## src/common/wit_pkg.sv

```systemverilog
// Shared constants and carrier types for the watchdog / interval timer
package wit_pkg;

    // Register word indices, byte address is index * 4
    localparam logic [1:0] IDX_CTRL   = 2'h0;
    localparam logic [1:0] IDX_COUNT  = 2'h1;
    localparam logic [1:0] IDX_RSTCTL = 2'h2;

    // Write keys carried in bits 15:8 of a write word
    localparam logic [7:0] KEY_COUNT   = 8'h5a;
    localparam logic [7:0] KEY_CTRL    = 8'ha5;
    localparam logic [7:0] KEY_RST_CLR = 8'ha5;
    localparam logic [7:0] KEY_RST_CFG = 8'h5a;
    localparam logic [7:0] RST_CLR_VAL = 8'h00;

    // Field positions
    localparam int BIT_OVF        = 7;
    localparam int BIT_MODE       = 6;
    localparam int BIT_ENABLE     = 5;
    localparam int BIT_WD_FLAG    = 7;
    localparam int BIT_RESET_EN   = 6;
    localparam int BIT_RESET_TYPE = 5;

    // Reserved bits read as one; counter reset and top values
    localparam logic [7:0] CTRL_ONES = 8'h18;
    localparam logic [7:0] RST_ONES  = 8'h1f;
    localparam logic [7:0] COUNT_RST = 8'h00;
    localparam logic [7:0] COUNT_TOP = 8'hff;

    // Timing in system clock states
    localparam int RESET_STATES = 518;
    localparam int BLOCK_STATES = 132;
    localparam int PRESCALE_W   = 17;

    typedef struct packed {
        logic        cyc;
        logic        stb;
        logic        we;
        logic [3:0]  adr;
        logic [3:0]  sel;
        logic [31:0] dat;
    } wit_wb_req_t;

    typedef struct packed {
        logic       ovf;
        logic       mode;
        logic       enable;
        logic [2:0] cks;
    } wit_ctrl_t;

endpackage

```

## src/rtl/wit_timer.sv

```systemverilog
// Watchdog / interval timer with classic Wishbone register access
//
// Added by the designer: the Wishbone slave port and the address map.
`timescale 1ns/1ns

module wit_timer #(
    parameter int RESET_STATES = wit_pkg::RESET_STATES,
    parameter int BLOCK_STATES = wit_pkg::BLOCK_STATES
) (
    // Clock and reset
    input  wire logic                 clk,
    input  wire logic                 srst,
    // Wishbone slave
    input  wire wit_pkg::wit_wb_req_t wb_req,
    output logic [31:0]               wb_dat_o,
    output logic                      wb_ack_o,
    // External reset pin, asynchronous, active low
    input  wire logic                 external_reset_pin_n,
    // Chip reset logic and interrupt controller
    output logic                      chip_reset_req,
    output logic                      reset_is_manual,
    output logic                      interval_interrupt_request
);

    if (RESET_STATES < 2 || RESET_STATES > 1023) begin : g_chk_rst
        $error("RESET_STATES out of range");
    end
    if (BLOCK_STATES < 2 || BLOCK_STATES > 255) begin : g_chk_blk
        $error("BLOCK_STATES out of range");
    end

    localparam logic [9:0] RST_LOAD = 10'(RESET_STATES - 1);
    localparam logic [7:0] BLK_LOAD = 8'(BLOCK_STATES);

    // Low prescaler bits that must be all ones for a tick: divide by 2**k
    function automatic logic [16:0] div_mask(input logic [2:0] cks);
        case (cks)
            3'h0:    div_mask = 17'h00001;
            3'h1:    div_mask = 17'h0003f;
            3'h2:    div_mask = 17'h0007f;
            3'h3:    div_mask = 17'h001ff;
            3'h4:    div_mask = 17'h007ff;
            3'h5:    div_mask = 17'h01fff;
            3'h6:    div_mask = 17'h07fff;
            default: div_mask = 17'h1ffff;
        endcase
    endfunction

    wit_pkg::wit_ctrl_t ctrl;
    logic [7:0]         count;
    logic               wd_flag;
    logic               reset_en;
    logic               reset_type;
    logic [2:0]         pin_sync;
    logic               pin_active;
    logic [16:0]        prescale;
    logic [9:0]         rst_cnt;
    logic [7:0]         blk_cnt;
    logic               ovf_armed;
    logic               wd_flag_armed;
    logic               next_ovf;

    // Pin reset filter: change counts once the last two stages agree
    always_ff @(posedge clk) begin
        if (srst) begin
            pin_sync   <= 3'h7;
            pin_active <= 1'b0;
        end else begin
            pin_sync <= {pin_sync[1:0], external_reset_pin_n};
            if (pin_sync[1] == pin_sync[2]) begin
                pin_active <= ~pin_sync[2];
            end
        end
    end

    logic hard;
    assign hard = srst | pin_active;

    // Bus decode; requests are acted on at the edge where ack is high
    logic       acc;
    logic       wr_ok;
    logic       blocked;
    logic [1:0] idx;
    logic [7:0] key;
    logic [7:0] wdat;
    assign acc     = wb_req.cyc & wb_req.stb & wb_ack_o;
    assign blocked = (blk_cnt != 8'h00);
    assign idx     = wb_req.adr[3:2];
    assign key     = wb_req.dat[15:8];
    assign wdat    = wb_req.dat[7:0];
    // Byte writes are dropped; only full low-half word writes count
    assign wr_ok   = acc & wb_req.we & (wb_req.sel[1:0] == 2'h3) & ~blocked;

    logic wr_count;
    logic wr_ctrl;
    logic wr_rclr;
    logic wr_rcfg;
    assign wr_count = wr_ok & (idx == wit_pkg::IDX_CTRL) & (key == wit_pkg::KEY_COUNT);
    assign wr_ctrl  = wr_ok & (idx == wit_pkg::IDX_CTRL) & (key == wit_pkg::KEY_CTRL);
    assign wr_rclr  = wr_ok & (idx == wit_pkg::IDX_RSTCTL) & (key == wit_pkg::KEY_RST_CLR)
                      & (wdat == wit_pkg::RST_CLR_VAL);
    assign wr_rcfg  = wr_ok & (idx == wit_pkg::IDX_RSTCTL) & (key == wit_pkg::KEY_RST_CFG);

    always_ff @(posedge clk) begin
        if (srst) begin
            wb_ack_o <= 1'b0;
        end else begin
            wb_ack_o <= wb_req.cyc & wb_req.stb & ~wb_ack_o;
        end
    end

    always_ff @(posedge clk) begin
        if (srst) begin
            wb_dat_o <= 32'h0;
        end else if (wb_req.cyc & wb_req.stb & ~wb_ack_o) begin
            case (idx)
                wit_pkg::IDX_CTRL:   wb_dat_o <= {24'h0, ctrl.ovf, ctrl.mode, ctrl.enable,
                                                  2'h3, ctrl.cks};
                wit_pkg::IDX_COUNT:  wb_dat_o <= {24'h0, count};
                wit_pkg::IDX_RSTCTL: wb_dat_o <= {24'h0, wd_flag, reset_en, reset_type, 5'h1f};
                default:             wb_dat_o <= 32'h0;
            endcase
        end
    end

    // Free-running prescaler; one-cycle tick at the selected rate
    always_ff @(posedge clk) begin
        if (hard) begin
            prescale <= 17'h0;
        end else begin
            prescale <= prescale + 17'h1;
        end
    end

    logic tick;
    logic ovf_ev;
    logic wd_ovf;
    logic int_ovf;
    assign tick    = &(prescale | ~div_mask(ctrl.cks));
    // A write in the tick cycle replaces the increment, so no overflow
    assign ovf_ev  = tick & ctrl.enable & (count == wit_pkg::COUNT_TOP)
                     & ~wr_count & ~hard;
    assign wd_ovf  = ovf_ev & ctrl.mode;
    assign int_ovf = ovf_ev & ~ctrl.mode;

    always_ff @(posedge clk) begin
        if (hard || wd_ovf || !ctrl.enable) begin
            count <= wit_pkg::COUNT_RST;
        end else if (wr_count) begin
            count <= wdat;
        end else if (tick) begin
            count <= count + 8'h1;
        end
    end

    // Flag clears only after a read that saw it set; a new set beats the clear
    always_comb begin
        next_ovf = ctrl.ovf;
        if (wr_ctrl && !wdat[wit_pkg::BIT_OVF] && ovf_armed) begin
            next_ovf = 1'b0;
        end
        if (int_ovf) begin
            next_ovf = 1'b1;
        end
    end

    always_ff @(posedge clk) begin
        if (hard || wd_ovf) begin
            ctrl                       <= '0;
            interval_interrupt_request <= 1'b0;
        end else begin
            ctrl.ovf                   <= next_ovf;
            interval_interrupt_request <= next_ovf;
            if (wr_ctrl) begin
                ctrl.mode   <= wdat[wit_pkg::BIT_MODE];
                ctrl.enable <= wdat[wit_pkg::BIT_ENABLE];
                ctrl.cks    <= wdat[2:0];
            end
        end
    end

    always_ff @(posedge clk) begin
        if (hard || wr_ctrl) begin
            ovf_armed <= 1'b0;
        end else if (acc && !wb_req.we && idx == wit_pkg::IDX_CTRL && ctrl.ovf) begin
            ovf_armed <= 1'b1;
        end
    end

    // Reset control survives the internal reset; only srst or the pin clear it
    always_ff @(posedge clk) begin
        if (hard) begin
            wd_flag    <= 1'b0;
            reset_en   <= 1'b0;
            reset_type <= 1'b0;
        end else begin
            if (wd_ovf) begin
                wd_flag <= 1'b1;
            end else if (wr_rclr && wd_flag_armed) begin
                wd_flag <= 1'b0;
            end
            if (wr_rcfg) begin
                reset_en   <= wdat[wit_pkg::BIT_RESET_EN];
                reset_type <= wdat[wit_pkg::BIT_RESET_TYPE];
            end
        end
    end

    // Reads during the blocked window do not arm the clear
    always_ff @(posedge clk) begin
        if (hard || wr_rclr) begin
            wd_flag_armed <= 1'b0;
        end else if (acc && !wb_req.we && idx == wit_pkg::IDX_RSTCTL && wd_flag && !blocked) begin
            wd_flag_armed <= 1'b1;
        end
    end

    always_ff @(posedge clk) begin
        if (hard) begin
            blk_cnt <= 8'h0;
        end else if (ovf_ev) begin
            blk_cnt <= BLK_LOAD;
        end else if (blocked) begin
            blk_cnt <= blk_cnt - 8'h1;
        end
    end

    // Internal reset pulse; the pin reset cuts it short
    always_ff @(posedge clk) begin
        if (hard) begin
            rst_cnt         <= 10'h0;
            chip_reset_req  <= 1'b0;
            reset_is_manual <= 1'b0;
        end else if (wd_ovf && reset_en) begin
            rst_cnt         <= RST_LOAD;
            chip_reset_req  <= 1'b1;
            reset_is_manual <= reset_type;
        end else if (rst_cnt != 10'h0) begin
            rst_cnt <= rst_cnt - 10'h1;
        end else begin
            chip_reset_req <= 1'b0;
        end
    end

    // Length of the current reset pulse, read only by checks
    logic [9:0] hi_len;
    always_ff @(posedge clk) begin
        if (srst || !chip_reset_req) begin
            hi_len <= 10'h0;
        end else begin
            hi_len <= hi_len + 10'h1;
        end
    end
endmodule

```

## config.mk

```make
export PLATFORM = sky130hd
export DESIGN_NAME = wit_timer
export DESIGN_NICKNAME = d
export VERILOG_FILES = /design/src/common/wit_pkg.sv /design/src/rtl/wit_timer.sv
export SDC_FILE = /design/constraint.sdc
export NUM_CORES = 1
export LEC_CHECK = 0
export BUFFER_PORTS_ARGS = -buffer_cell sky130_fd_sc_hd__buf_2
export CORE_ASPECT_RATIO = 0.5
export CORE_UTILIZATION = 30
export DETAILED_ROUTE_END_ITERATION = 8
export HOLD_SLACK_MARGIN = 0.1
export SLEW_MARGIN = 10
export SYNTH_ARGS = -nofsm -noshare
export SYNTH_HDL_FRONTEND = slang
export SYNTH_SLANG_ARGS = --single-unit
```

## constraint.sdc

```tcl
create_clock -name clk -period 2.32 [get_ports clk]
set_clock_uncertainty 0.1 [all_clocks]
set_input_delay 0.232 -clock clk [delete_from_list [all_inputs] [get_ports clk]]
set_output_delay 0.232 -clock clk [all_outputs]
set_load 0.02 [all_outputs]
```

==> impl_metrics.toml <==
[floorplanning]
dieArea_um2 = 11800
fp.dieW_um = 153
row_count = 27
dieHeight_um = 77.5
ios = 82
start_util_pct = 30.9
coreArea_um2 = 11000

[placed_design]
dpl.hpwl_um = 5430
place_area_um2 = 3800
port_buffers = 37
place_ws_ns = -0.0212
gp_congestion = 0.799

[sta]
slew_violations = 0
fin_crit_ns = 2.20
setup_ws_ns = 0.123
hold_slack_ns = 0.112
timing_hold_violations_final = 0
max_freq_mhz = 455
fin_crit_sh_pct = 94.7
worstMarginPinSlew_ns = 0.633
setup_viol = 0
max_slew_margin_pct = 57.8
rsz0062_at_grt = "false"

[clock_network]
htreeDepth = 3
cts_buffers = 9
clock_sinks = 69
root_buffer = "clkbuf_16"
clock_path_buffers = 2
cts_tree = "done"
path_clk_slew_ns = 0.06
clock_latency_ns = 0.34
post_cts_buffers = 0

[synth]
synth_top_area_cell = "dfxtp_1"
synthFlopType = "dfxtp_1"
synthCells = 397
synthMostInstantiatedCell = "dfxtp_1"
synth.avg_cell_area_um2 = 8.61
synth_top_cells_by_area = "dfxtp_1 (40%), nor2_1 (7.5%), buf_4 (5.3%)"
synth_seq_cells = 69
synth_edf_count = 0
synth_top_area_share_pct = 40.4
seq_area_frac_synth_pct = 40.4
synth_common_cells = "dfxtp_1 (69), nor2_1 (68), buf_4 (24), nand3_1 (21), nor3_1 (18)"
syn-cell-area_um2 = 3420
yosysWarningCount = 0
synth_cell_type_count = 51
synth_async_sr_flop_share_pct = 0

[critical_path]
crit_path_start = "blk_cnt[0]"
critical_path_arrival_ns = 2.29
r2r_end = "ctrl[1]"
cp-start-kind = "flip-flop"
crit_required_ns = 2.41
reg2reg_from = "blk_cnt[0]"
critPathCapture = "ctrl[1]"
rrSetupSlack_ns = 0.12
critical_path_class = "reg -> reg"
cp_max_fo = 7
critPathCaptureType = "flip-flop"
reg2reg_depth = 9

[power]
p_leak_nw = 1.72
p_per_area_nw_per_um2 = 945
p_total_w = 0.00397
max-vdd-ir-drop_uv = 357

[cells_and_area]
multi_input_area_um2 = 1880
syn_to_final_growth_pct = 23.0
insertedDiodeCount = 0
fillers = 1107
layout-drive-gt1-share_pct = 20.3
register_area_um2 = 1380
final_cell_area_um2 = 4200
finish.net_count = 507

[grt]
grt_first_pass_wirelength_um = 12600
grt_start_max_net_pins = 34
track_usage_pct = 13.5
use_met2_pct = 22.4
grt_pass1_vias = 2656
overflow = 0
use_met1_pct = 16.7
antenna_found_initial = 0
use_met3_pct = 4.02
busiest_layer = "met2"

[drt]
finalWirelength_um = 7310
via_count = 2894
vias_per_cell = 4.77
first_pass_iters = 6
wl_per_cell_um = 12.0
drt_iter0_drc = 157
ant_nets = 0
drc = 0

[flow_run]
cap_violations = 0

[run_status]
outcome = "completed"

[hold_path]
worst_hold_path_type = "in -> reg"
-- logic make-up (layout without fill, tap and decap cells) --
family	after synthesis	count (layout)	share of synthesized area, %
adder cells (fa/ha/maj)	4	4	1.46
AND/OR/NAND/NOR	181	181	27.3
AO/OA/AOI/OAI	55	55	11.5
other	1	24	0.110
flip-flops	69	69	40.4
multiplexers	15	15	4.43
buffers and inverters	45	87	7.84
XOR/XNOR	27	27	6.92
-- cell type report --
cell class,instances,area share [%]
inverter,8,0.714
timing repair buffer,63,9.64
clock inverter,6,2.05
sequential,69,32.9
tap,145,4.32
multi-input combinational,306,44.7
clock buffer,10,5.68
-- cell usage in the layout, fill, tap and decap left out, types with 6 or more instances in the layout --
master / n
a211oi_1: 6
a21oi_1: 17
and3_1: 8
buf_2: 37
buf_4: 20
clkbuf_16: 9
conb_1: 24
dfxtp_1: 69
inv_1: 8
mux2i_1: 14
nand2_1: 15
nand3_1: 21
nand4_1: 6
nor2_1: 68
nor3_1: 18
nor4_1: 7
or2_2: 6
xnor2_1: 11
xor2_1: 16
-- worst max-delay path, stage by stage (launching register included) --
cell and delay (ns):
dfxtp_1 0.32, inv_1 0.07, ha_1 0.16, or4b_4 0.51
nor2b_4 0.18, buf_4 0.16, and3_4 0.19, buf_12 0.12
mux2i_1 0.18, nor3_1 0.07
-- metrics by stage --
step / instances / utilization (%) / TNS [ns]
after floorplan: 420 / - / 0
after global placement: 586 / 34.4 / -0.0206
after detailed placement: 586 / 34.4 / -0.0863
after CTS: 607 / 37.8 / 0
after global routing: 607 / 38.1 / 0
final: 607 / 38.1 / 0
-- flip-flops by register name (all words and copies together) (netlist names), 3 cells and up --
name / cells
rst_cnt: 10
blk_cnt: 8
count: 8
wb_dat_o: 8
prescale: 17
pin_sync: 3
ctrl: 6
-- routing by layer --
metal	share of wire [%]	wire length, um	vias to the layer above
met1	48	3510	1355
met2	48	3490	46
met3	3.3	241	8
li1	-	-	1485
met4	0.96	70	0
met5	0	0	-
-- power by group --
group / switching, W / internal (W)
Combinational: 0.000549 / 0.000500
Clock: 0.000517 / 0.000967
Sequential: 0.000113 / 0.00133
Total: 0.00118 / 0.00280
-- worst min-delay path by stage --
stage	from	end	slack [ns]	depth (start not counted)
3_3_place_gp	pin_sync[0]	pin_sync[1]	0.29	1
2_1_floorplan	external_reset_pin_n	pin_sync[0]	0.24	1
6_report	wb_req[6]	reset_en	0.11	3
3_5_place_dp	pin_sync[0]	pin_sync[1]	0.30	1
4_1_cts	wb_req[6]	reset_en	0.11	3
5_1_grt	wb_req[6]	reset_en	0.11	3
-- timing repair --
| item | 4_1_cts | 5_1_grt |
|---|---|---|
| endpoints found under the setup margin | 14 | 28 |
| endpoints found under the hold margin | 4 | 0 |
| gates resized for setup | 1 | 5 |
| hold buffers | 5 | 0 |
| gates cloned | 0 | 0 |
(Power assumes the default switching activity.)
